--- config.mk ---
export PLATFORM = sky130hd
export DESIGN_NAME = stereo_serial_link_control
export DESIGN_NICKNAME = d
export VERILOG_FILES = /design/src/logic/stereo_link_pkg.sv /design/src/logic/stream_fifo.sv /design/src/logic/latency_delay.sv /design/src/logic/stereo_serial_link_control.sv
export SDC_FILE = /design/constraint.sdc
export NUM_CORES = 1
export LEC_CHECK = 0
export BUFFER_PORTS_ARGS = -buffer_cell sky130_fd_sc_hd__clkbuf_2
export CORE_ASPECT_RATIO = 1.25
export CORE_MARGIN = 2
export CORE_UTILIZATION = 55
export CTS_CLUSTER_DIAMETER = 200
export DETAILED_ROUTE_END_ITERATION = 10
export GPL_TIMING_DRIVEN = 0
export PLACE_DENSITY = 0.77
export SETUP_SLACK_MARGIN = 0.5
export SLEW_MARGIN = 5
export SYNTH_ARGS = -nofsm -noshare
export SYNTH_HDL_FRONTEND = slang
export SYNTH_HIERARCHICAL = 1
export SYNTH_SLANG_ARGS = --single-unit
export TNS_END_PERCENT = 20
--- constraint.sdc ---
create_clock -name clk_i -period 8 [get_ports clk_i]
set_input_delay 0.8 -clock clk_i [delete_from_list [all_inputs] [get_ports clk_i]]
set_output_delay 0.8 -clock clk_i [all_outputs]
set_load 0.01 [all_outputs]
--- src/logic/stereo_link_pkg.sv ---
// Purpose: constants and types shared by the stereo serial link control files
// Assumes: 100 MHz system clock, registers addressed by their 8-bit offsets
// Notes: every offset, field position, reset value and timing count lives here
package stereo_link_pkg;

	// ****************************************************************
	// register offsets
	// ****************************************************************
	localparam logic [7:0] OFS_LATENCY = 8'hb4;
	localparam logic [7:0] OFS_SYNC = 8'hb5;
	localparam logic [7:0] OFS_PAYLOAD = 8'hb6;
	localparam logic [7:0] OFS_ERR_CTRL = 8'hb7;
	localparam logic [7:0] OFS_ERR_STAT = 8'hb8;
	localparam logic [7:0] OFS_CAPTURE = 8'hb9;
	localparam logic [7:0] OFS_GAIN = 8'hba;

	// ****************************************************************
	// field positions and widths
	// ****************************************************************
	localparam int LAT_LSB = 0;
	localparam int LAT_W = 2;
	localparam int SYNC_EN_BIT = 0;
	localparam int TEN_BIT_BIT = 0;
	localparam int ERR_DET_BIT = 0;
	localparam int ERR_STICKY_BIT = 1;
	localparam int ERR_CLEAR_BIT = 2;
	localparam int ERR_FLAG_BIT = 0;
	localparam int GAIN_W = 7;
	localparam int REG_W = 16;
	localparam int BYTE_W = 8;
	localparam int PIX_W = 10;
	localparam int FIFO_W = PIX_W + 1;
	localparam int FIFO_DEPTH = 16;

	// ****************************************************************
	// reset values
	// ****************************************************************
	localparam logic [LAT_W-1:0] RST_LATENCY = 2'h0;
	localparam logic RST_SYNC_EN = 1'b0;
	localparam logic RST_TEN_BIT = 1'b0;
	localparam logic [2:0] RST_ERR_CTRL = 3'h0;
	localparam logic [REG_W-1:0] RST_CAPTURE = 16'h0000;
	localparam logic [GAIN_W-1:0] RST_GAIN = 7'h10;

	// ****************************************************************
	// line word format and timing
	// ****************************************************************
	localparam int WORD_BITS = PIX_W + 2;
	localparam logic [PIX_W-1:0] RSV_CODE = 10'h3ff;
	localparam logic [PIX_W-1:0] CLIP_CODE = 10'h3fe;
	localparam longint CLK_HZ = 100_000_000;
	localparam longint SHIFT_HZ = 25_000_000;
	localparam int SHIFT_DIV = int'(CLK_HZ / SHIFT_HZ);

	typedef enum {SER_IDLE, SER_SHIFT} ser_state_t;

endpackage : stereo_link_pkg

--- src/logic/stream_fifo.sv ---
// Purpose: small flip-flop FIFO with valid/ready on both sides
// Assumes: one clock, synchronous active-high reset
// Notes: full and empty come straight from the occupancy count
`timescale 1ns/100ps
module stream_fifo #(
	parameter int WIDTH = 11,
	parameter int DEPTH = 16
) (
	input wire logic clk_i,
	input wire logic sys_rst_i,
	input wire logic [WIDTH-1:0] in_data_i,
	input wire logic in_valid_i,
	output logic in_ready_o,
	output logic [WIDTH-1:0] out_data_o,
	output logic out_valid_o,
	input wire logic out_ready_i
);
	localparam int AW = $clog2(DEPTH);

	logic [WIDTH-1:0] mem_q [DEPTH];
	logic [AW-1:0] wr_q;
	logic [AW-1:0] rd_q;
	logic [AW:0] cnt_q;
	logic push;
	logic pop;

	assign in_ready_o = (cnt_q != (AW+1)'(DEPTH));
	assign out_valid_o = (cnt_q != '0);
	assign push = in_valid_i && in_ready_o;
	assign pop = out_valid_o && out_ready_i;
	assign out_data_o = mem_q[rd_q];

	always_ff @(posedge clk_i) begin
		if (push) begin
			mem_q[wr_q] <= in_data_i;
		end
	end

	always_ff @(posedge clk_i) begin
		if (sys_rst_i) begin
			wr_q <= '0;
			rd_q <= '0;
			cnt_q <= '0;
		end else begin
			if (push) begin
				wr_q <= (wr_q == AW'(DEPTH - 1)) ? '0 : wr_q + 1'b1;
			end
			if (pop) begin
				rd_q <= (rd_q == AW'(DEPTH - 1)) ? '0 : rd_q + 1'b1;
			end
			cnt_q <= cnt_q + (AW+1)'(push) - (AW+1)'(pop);
		end
	end

endmodule : stream_fifo

--- src/logic/latency_delay.sv ---
// Purpose: delays the serial bit stream by one to four bit slots
// Assumes: step_i is the one-cycle shift enable of the serial line
// Notes: output is registered, so a fixed one-slot base delay always applies
`timescale 1ns/100ps
module latency_delay (
	input wire logic clk_i,
	input wire logic sys_rst_i,
	input wire logic step_i,
	input wire logic [1:0] sel_i,
	input wire logic bit_i,
	output logic bit_o
);
	logic [2:0] tap_q;

	always_ff @(posedge clk_i) begin
		if (sys_rst_i) begin
			tap_q <= '0;
			bit_o <= 1'b0;
		end else if (step_i) begin
			tap_q <= {tap_q[1:0], bit_i};
			case (sel_i)
				2'h0: bit_o <= bit_i;
				2'h1: bit_o <= tap_q[0];
				2'h2: bit_o <= tap_q[1];
				default: bit_o <= tap_q[2];
			endcase
		end
	end

endmodule : latency_delay

--- src/logic/stereo_serial_link_control.sv ---
// Purpose: register bank and data path for the stereo serial pixel link
// Assumes: register port, pixel source, gain loop and stereo partner receiver
//          all run on clk_i; the serial line pad is outside this block
// Notes: reads return data one cycle after reg_rd_i; unmapped offsets read zero
//
// Behaviour
// - output stream delayed by two-bit latency field
// - sync enable sends start bit then zeros
// - ten-bit mode sends all bits, embedded control
// - eight-bit mode sends eight pixel plus two control
// - error detection runs only when enabled
// - sticky mode holds error flag until clear
// - writing clear bit zeroes the error flag
// - error flag readable and driven to pin
// - capture register holds master and slave bytes
// - capture when master reserved, slave not
// - gain status seven bits, resets to sixteen
`timescale 1ns/100ps
module stereo_serial_link_control
	import stereo_link_pkg::*;
(
	input wire logic clk_i,
	input wire logic sys_rst_i,
	// register port
	input wire logic [7:0] reg_addr_i,
	input wire logic reg_wr_i,
	input wire logic [REG_W-1:0] reg_wdata_i,
	input wire logic reg_rd_i,
	output logic [REG_W-1:0] reg_rdata_o,
	output logic reg_rvalid_o,
	// pixel source
	input wire logic [PIX_W-1:0] pix_data_i,
	input wire logic pix_line_start_i,
	input wire logic pix_valid_i,
	output logic pix_ready_o,
	// stereo partner words, already deserialized
	input wire logic [BYTE_W-1:0] slave_byte_i,
	input wire logic slave_reserved_i,
	input wire logic slave_word_valid_i,
	// gain loop
	input wire logic [GAIN_W-1:0] automatic_gain_loop_i,
	// line and pin
	output logic serial_pixel_out_pair_o,
	output logic error_pin_o
);

	// ****************************************************************
	// control registers
	// ****************************************************************
	logic [LAT_W-1:0] latency_q;
	logic sync_en_q;
	logic ten_bit_q;
	logic err_det_q;
	logic err_sticky_q;
	logic err_clear;
	logic err_flag_q;
	logic [REG_W-1:0] capture_q;
	logic [GAIN_W-1:0] gain_q;

	function automatic logic hit(input logic [7:0] addr, input logic [7:0] ofs);
		hit = (addr == ofs);
	endfunction : hit
	// one decode serves every register write process and the clear strobe; the read mux has its own case

	always_ff @(posedge clk_i) begin
		if (sys_rst_i) begin
			latency_q <= RST_LATENCY;
		end else if (reg_wr_i && hit(reg_addr_i, OFS_LATENCY)) begin
			latency_q <= reg_wdata_i[LAT_LSB +: LAT_W];
		end
	end

	always_ff @(posedge clk_i) begin
		if (sys_rst_i) begin
			sync_en_q <= RST_SYNC_EN;
		end else if (reg_wr_i && hit(reg_addr_i, OFS_SYNC)) begin
			sync_en_q <= reg_wdata_i[SYNC_EN_BIT];
		end
	end

	always_ff @(posedge clk_i) begin
		if (sys_rst_i) begin
			ten_bit_q <= RST_TEN_BIT;
		end else if (reg_wr_i && hit(reg_addr_i, OFS_PAYLOAD)) begin
			ten_bit_q <= reg_wdata_i[TEN_BIT_BIT];
		end
	end

	// clear is a write strobe only; it never reads back as one
	always_ff @(posedge clk_i) begin
		if (sys_rst_i) begin
			err_det_q <= RST_ERR_CTRL[ERR_DET_BIT];
			err_sticky_q <= RST_ERR_CTRL[ERR_STICKY_BIT];
		end else if (reg_wr_i && hit(reg_addr_i, OFS_ERR_CTRL)) begin
			err_det_q <= reg_wdata_i[ERR_DET_BIT];
			err_sticky_q <= reg_wdata_i[ERR_STICKY_BIT];
		end
	end

	assign err_clear = reg_wr_i && hit(reg_addr_i, OFS_ERR_CTRL)
		&& reg_wdata_i[ERR_CLEAR_BIT];

	// gain is sampled every cycle so the status never lags more than one cycle
	always_ff @(posedge clk_i) begin
		if (sys_rst_i) begin
			gain_q <= RST_GAIN;
		end else begin
			gain_q <= automatic_gain_loop_i;
		end
	end

	// ****************************************************************
	// register read port
	// ****************************************************************
	logic [REG_W-1:0] rd_mux;
	// decoded in the request cycle, so a read beside a write sees the old value

	always_comb begin
		rd_mux = '0;
		case (reg_addr_i)
			OFS_LATENCY: rd_mux[LAT_LSB +: LAT_W] = latency_q;
			OFS_SYNC: rd_mux[SYNC_EN_BIT] = sync_en_q;
			OFS_PAYLOAD: rd_mux[TEN_BIT_BIT] = ten_bit_q;
			OFS_ERR_CTRL: begin
				rd_mux[ERR_DET_BIT] = err_det_q;
				rd_mux[ERR_STICKY_BIT] = err_sticky_q;
			end
			OFS_ERR_STAT: rd_mux[ERR_FLAG_BIT] = err_flag_q;
			OFS_CAPTURE: rd_mux = capture_q;
			OFS_GAIN: rd_mux[GAIN_W-1:0] = gain_q;
			default: rd_mux = '0;
		endcase
	end

	always_ff @(posedge clk_i) begin
		if (sys_rst_i) begin
			reg_rdata_o <= '0;
			reg_rvalid_o <= 1'b0;
		end else begin
			reg_rvalid_o <= reg_rd_i;
			// data holds between reads, so a late look still finds it
			if (reg_rd_i) begin
				reg_rdata_o <= rd_mux;
			end
		end
	end

	// ****************************************************************
	// pixel buffer
	// ****************************************************************
	logic [FIFO_W-1:0] fifo_data;
	logic fifo_valid;
	logic fifo_take;
	// the buffer absorbs the word-rate mismatch; the source stalls once it fills

	stream_fifo #(
		.WIDTH(FIFO_W),
		.DEPTH(FIFO_DEPTH)
	) u_fifo (
		.clk_i(clk_i),
		.sys_rst_i(sys_rst_i),
		.in_data_i({pix_line_start_i, pix_data_i}),
		.in_valid_i(pix_valid_i),
		.in_ready_o(pix_ready_o),
		.out_data_o(fifo_data),
		.out_valid_o(fifo_valid),
		.out_ready_i(fifo_take)
	);

	// ****************************************************************
	// shift rate divider
	// ****************************************************************
	localparam int DIV_W = $clog2(SHIFT_DIV + 1);
	logic [DIV_W-1:0] div_q;
	logic shift_en;
	// free-running divider: only reset sets the slot phase, never the data

	always_ff @(posedge clk_i) begin
		if (sys_rst_i) begin
			div_q <= '0;
		end else if (div_q == DIV_W'(SHIFT_DIV - 1)) begin
			div_q <= '0;
		end else begin
			div_q <= div_q + 1'b1;
		end
	end

	assign shift_en = (div_q == DIV_W'(SHIFT_DIV - 1));

	// ****************************************************************
	// word builder
	// ****************************************************************
	logic [PIX_W-1:0] fifo_pix;
	logic fifo_ls;
	logic [PIX_W-1:0] payload;
	logic [WORD_BITS-1:0] next_word;
	logic word_due;

	assign fifo_pix = fifo_data[PIX_W-1:0];
	assign fifo_ls = fifo_data[PIX_W];

	// in ten-bit mode, real pixels at the reserved code are clipped so control stays unambiguous
	always_comb begin
		payload = '0;
		// eight-bit mode gives up the two low pixel bits to carry control
		if (ten_bit_q) begin
			if (fifo_ls) begin
				payload = RSV_CODE;
			end else if (fifo_pix == RSV_CODE) begin
				payload = CLIP_CODE;
			end else begin
				payload = fifo_pix;
			end
		end else begin
			payload = {fifo_pix[PIX_W-1 -: BYTE_W], fifo_ls, 1'b1};
		end
	end

	always_comb begin
		next_word = '0;
		// sync outranks data and leaves the buffer untouched
		if (sync_en_q) begin
			next_word = {1'b1, {PIX_W{1'b0}}, 1'b0};
		end else if (fifo_valid) begin
			next_word = {1'b1, payload, 1'b0};
		end
	end

	// ****************************************************************
	// serializer
	// ****************************************************************
	localparam int BC_W = $clog2(WORD_BITS);
	ser_state_t state_q;
	logic [WORD_BITS-1:0] shreg_q;
	logic [BC_W-1:0] bitcnt_q;
	logic ser_bit;
	logic load;
	// words follow back to back while data lasts; an empty buffer leaves the line low

	assign word_due = shift_en && (state_q == SER_IDLE || bitcnt_q == '0);
	// while sync runs the buffer is not drained, so the source sees back-pressure
	assign fifo_take = word_due && !sync_en_q && fifo_valid;
	assign load = word_due && (sync_en_q || fifo_valid);

	always_ff @(posedge clk_i) begin
		if (sys_rst_i) begin
			state_q <= SER_IDLE;
			shreg_q <= '0;
			bitcnt_q <= '0;
		end else if (shift_en) begin
			case (state_q)
				SER_IDLE: begin
					if (load) begin
						shreg_q <= next_word;
						bitcnt_q <= BC_W'(WORD_BITS - 1);
						state_q <= SER_SHIFT;
					end
				end
				SER_SHIFT: begin
					if (bitcnt_q != '0) begin
						shreg_q <= {shreg_q[WORD_BITS-2:0], 1'b0};
						bitcnt_q <= bitcnt_q - 1'b1;
					end else if (load) begin
						shreg_q <= next_word;
						bitcnt_q <= BC_W'(WORD_BITS - 1);
					end else begin
						shreg_q <= '0;
						state_q <= SER_IDLE;
					end
				end
				default: state_q <= SER_IDLE;
			endcase
		end
	end

	assign ser_bit = (state_q == SER_SHIFT) ? shreg_q[WORD_BITS-1] : 1'b0;

	// a latency change mid-stream slips the line by the difference; set it while idle
	latency_delay u_delay (
		.clk_i(clk_i),
		.sys_rst_i(sys_rst_i),
		.step_i(shift_en),
		.sel_i(latency_q),
		.bit_i(ser_bit),
		.bit_o(serial_pixel_out_pair_o)
	);

	// ****************************************************************
	// stereo error detection
	// ****************************************************************
	logic [BYTE_W-1:0] master_byte_q;
	logic master_rsv_q;
	logic mismatch;
	logic err_set;
	// the master flag is the last word pulled, so an idle master compares a stale word

	always_ff @(posedge clk_i) begin
		if (sys_rst_i) begin
			master_byte_q <= '0;
			master_rsv_q <= 1'b0;
		end else if (fifo_take) begin
			master_byte_q <= fifo_pix[PIX_W-1 -: BYTE_W];
			master_rsv_q <= fifo_ls;
		end
	end

	assign mismatch = slave_word_valid_i && (master_rsv_q != slave_reserved_i);
	assign err_set = err_det_q && mismatch;

	// an error in the clear cycle survives: set wins over clear
	always_ff @(posedge clk_i) begin
		if (sys_rst_i) begin
			err_flag_q <= 1'b0;
		end else if (err_set) begin
			err_flag_q <= 1'b1;
		end else if (err_clear) begin
			err_flag_q <= 1'b0;
		end else if (!err_sticky_q && slave_word_valid_i) begin
			err_flag_q <= 1'b0;
		end else if (!err_det_q && !err_sticky_q) begin
			err_flag_q <= 1'b0;
		end
	end

	assign error_pin_o = err_flag_q;

	// ****************************************************************
	// diagnostic capture
	// ****************************************************************
	always_ff @(posedge clk_i) begin
		if (sys_rst_i) begin
			capture_q <= RST_CAPTURE;
		end else if (slave_word_valid_i && master_rsv_q && !slave_reserved_i) begin
			// detect enable is not consulted, so diagnosis works with the pin quiet
			capture_q <= {master_byte_q, slave_byte_i};
		end
	end

endmodule : stereo_serial_link_control

==> impl_results.md <==
* Worst Tran Pin Value at 0.818 ns
* Mapped Cells at 743
* Via count at 6546
* Final Util at 64.0%
* H-tree depth at 1
* Share of layout cells above drive strength 1 at 18.0%
* Yosys warns at 6
* Synth unique cells at 67
* Crit path top cell by count: inv_1
* Syn-to-layout area delta at 14.2%
* Hpwl dp at 14800 microns
* Mean post-synth cell area at 14.7 sq um
* Synth Flop Type: edfxtp_1
* IO Pins at 77
* Crit-path leading delay family: simple AND/OR/NAND/NOR gates
* Clock root buffer master: clkbuf_16
* DRT antenna net count at 0
* Worst skew pair latency at 0.52 ns
* Worst setup SP type: flop
* Critical path fanouts, max at 13
* Routed wire length at 22600 microns
* # resized after CTS at 0
* Fmax at 0.293 GHz
* Max Cap Violations at 0
* WP buf/inv at 6
* Max-slew violations at 0
* Cell with the largest stage delay on the worst path: or3b_4
* Hold WC Path Type: flop to flop
* # rows at 57
* Post-synthesis sequential area ratio at 66.1%
* Antenna Cells at 0
* Dpl ws at 4.60 ns
* WP data required at 8.39 ns
* Syn Nets at 815
* CP peak stage delay at 0.40 ns
* Run status: finished clean
* Clock sinks at 272
* Worst Setup Path Type: flop to flop
* Pin count of the biggest net entering global routing at 17
* Reg2reg setup slack at 4.58 ns
* Post-Synth Adder-Cell Area at 1.79%
* Clock Path Buffers at 3
* Rel. slew slack at 45.4%
* Reg2Reg Depth at 18
* GRT Overall Usage at 21.6%
* RSZ-0062 raised after global routing: false
* Total power at 3.15 mW
* Synthesized flop and latch total at 272
* Clock-pin slew on the worst setup and hold paths at 0.06 ns
* GP Congestion at 0.813
* Critical path arrival at 3.81 ns
* Die ar. at 21000 sq um
* Initial Util at 56.0%
* Leakage at 4.32 nW
* Synthesized area at 10900 sq um
* VDD IR max at 0.278 mV
* Port bufs at 63
* Synth Area in XOR/XNOR at 0.482%
* R2R Path Start: bitcnt_q[0]
* Crit end category: flop
* Hold Crit Endpoint: div_q[0]
* Number of global-route vias before repair at 6499
* CTS Buf Count at 26
* CTS Hold Bufs at 0
* Die width at 130 microns
* PwrDens at 253 nW/um^2
* Final #Nets at 906
* Vias per inst at 5.85
* FFs w/ async S/R, synth at 0%
* Core area at 19500 sq um
* Average wire per standard cell at 20.2 microns
* CTS tree: built
* Initial antenna violation count at 0
* Fin crit share at 42.7%
* Fin Setup TNS at 0 ns
* Hold Startpoint: div_q[0]
* Complex-gate fraction of the synthesized area at 7.75%
* Router iterations before antenna repair at 5
* Post-synthesis simple-gate area fraction at 9.27%
* Final Setup Violations at 0
* Die height at 161 microns
* CP cell instances: inv_1, ha_1, or3b_4, and2_4, buf_6, nor4b_4, buf_6, nand2_2, inv_1, ha_1, inv_1, ha_1, inv_1, fa_1, nor2b_1, o21bai_1, a21oi_1, nor3b_1
* Final worst setup slack at 4.58 ns
* R2r endpoint: u_fifo/cnt_q[4]
* Number of flops mapped to enable cells by yosys at 176
* Portion of netlist area occupied by mux cells at 11.7%
* First-pass GRT wire length at 34700 microns
* Fin crit period at 3.42 ns
* Largest family of logic cells by synthesized area: multiplexers
* # DRC at 0
* Initial DRC Count at 443
* Crit path depth at 18
* Grt ovf at 0
* Setup bufs post-CTS at 0
* Hold Crit Depth at 1
* Setup skew after layout at 0.0100 ns
* Final hold vios at 0
## report_power, final
part | internal (mW) | leakage [nW] | switching (mW)
combinational | 0.143 | 1.50 | 0.195
clock | 0.747 | 0.445 | 0.500
sequential | 1.54 | 2.37 | 0.0232
total | 2.44 | 4.32 | 0.718
## placed cells by master (no fill, tap or decap), types with 4 or more instances in the layout
cell type | netlist | layout
and2_1 | 15 | 15
clkbuf_2 | 1 | 64
a22o_1 | 8 | 8
edfxtp_1 | 176 | 176
ha_1 | 14 | 14
buf_6 | 4 | 4
inv_1 | 19 | 21
a211oi_1 | 6 | 6
nor3_1 | 10 | 10
a21o_1 | 4 | 4
nor2b_1 | 14 | 14
dfxtp_1 | 96 | 96
nand3_1 | 16 | 16
nor3b_1 | 6 | 6
nor2_1 | 49 | 49
buf_2 | 7 | 7
nand2_1 | 61 | 61
and3_1 | 7 | 7
a22oi_1 | 31 | 31
mux4_2 | 23 | 23
o21ai_0 | 9 | 9
mux4_1 | 21 | 21
clkbuf_16 | 0 | 29
a21oi_1 | 45 | 45
clkbuf_1 | 18 | 21
mux2i_1 | 20 | 20
## worst max-delay path by stage
stage / start / end / slack (ns)
after floorplan: bitcnt_q[0] / u_fifo/cnt_q[4] / 4.90
after global placement: bitcnt_q[0] / u_fifo/cnt_q[4] / 4.65
after detailed placement: bitcnt_q[0] / u_fifo/cnt_q[4] / 4.60
after CTS: bitcnt_q[0] / u_fifo/cnt_q[4] / 4.57
after global routing: bitcnt_q[0] / u_fifo/cnt_q[4] / 4.33
final: bitcnt_q[0] / u_fifo/cnt_q[4] / 4.58
## cells by family (layout without fill, tap and decap cells)
kind of cell / count (synthesis) / in the layout
simple gates: 200 / 200
fa+ha+maj: 15 / 15
xor+xnor: 6 / 6
buf+inv: 59 / 170
compound gates: 126 / 126
flops: 272 / 272
mux: 65 / 65
## registers in the layout (all words and copies together), names as in the netlist, 2 cells and up, named ones only
signal         cells
bitcnt_q           4
capture_q         16
div_q              3
gain_q             7
latency_q          2
master_byte_q      8
reg_rdata_o       16
shreg_q           11
u_delay/tap_q      3
u_fifo/cnt_q       5
u_fifo/mem_q     176
u_fifo/rd_q        4
u_fifo/wr_q        4
## synth_stat cells (all sizes together) (4+ instances only)
library cell,number,area [sq um]
a211oi,6,45.0
a21o,4,30.0
a21oi,45,225
a22o,8,70.1
a22oi,31,233
and2,16,103
and3,7,43.8
buf,19,156
clkbuf,21,87.6
dfxtp,96,1920
edfxtp,176,5290
ha,14,175
inv,19,71.3
mux2i,20,200
mux4,44,1070
nand2,62,235
nand3,16,80.1
nor2,49,184
nor2b,14,87.6
nor3,10,50.1
nor3b,7,57.6
o21ai,10,50.0
## stage by stage
step                area, sq um  std cells  hold WS, ns
global placement          11600       1071        0.413
detailed placement        11600       1071        0.424
floorplan                 10900        743        0.404
CTS                       12500       1119        0.450
finish                    12500       1119        0.445
global route              12500       1119        0.467
## layout make-up
| cell class | instances | area [sq um] |
|---|---|---|
| flip-flops and latches | 272 | 7210 |
| fillers | 1394 | 7020 |
| multi-input cells | 412 | 3390 |
| clock buffers | 35 | 778 |
| well taps | 265 | 332 |
| repair buffers | 63 | 315 |
| plain buffers | 40 | 244 |
| clock inverters | 13 | 120 |
| inverters | 19 | 71.3 |
## metal layers
| layer | global-route usage [%] | vias up | part of all wire (%) |
|---|---|---|---|
| li1 | - | 3033 | - |
| met1 | 27.1 | 3272 | 40 |
| met2 | 38.7 | 208 | 52 |
| met3 | 3.44 | 33 | 5.3 |
| met4 | 6.06 | 0 | 2.5 |
| met5 | 0 | - | 0 |
No activity file was read; power rests on OpenSTA's default activity.
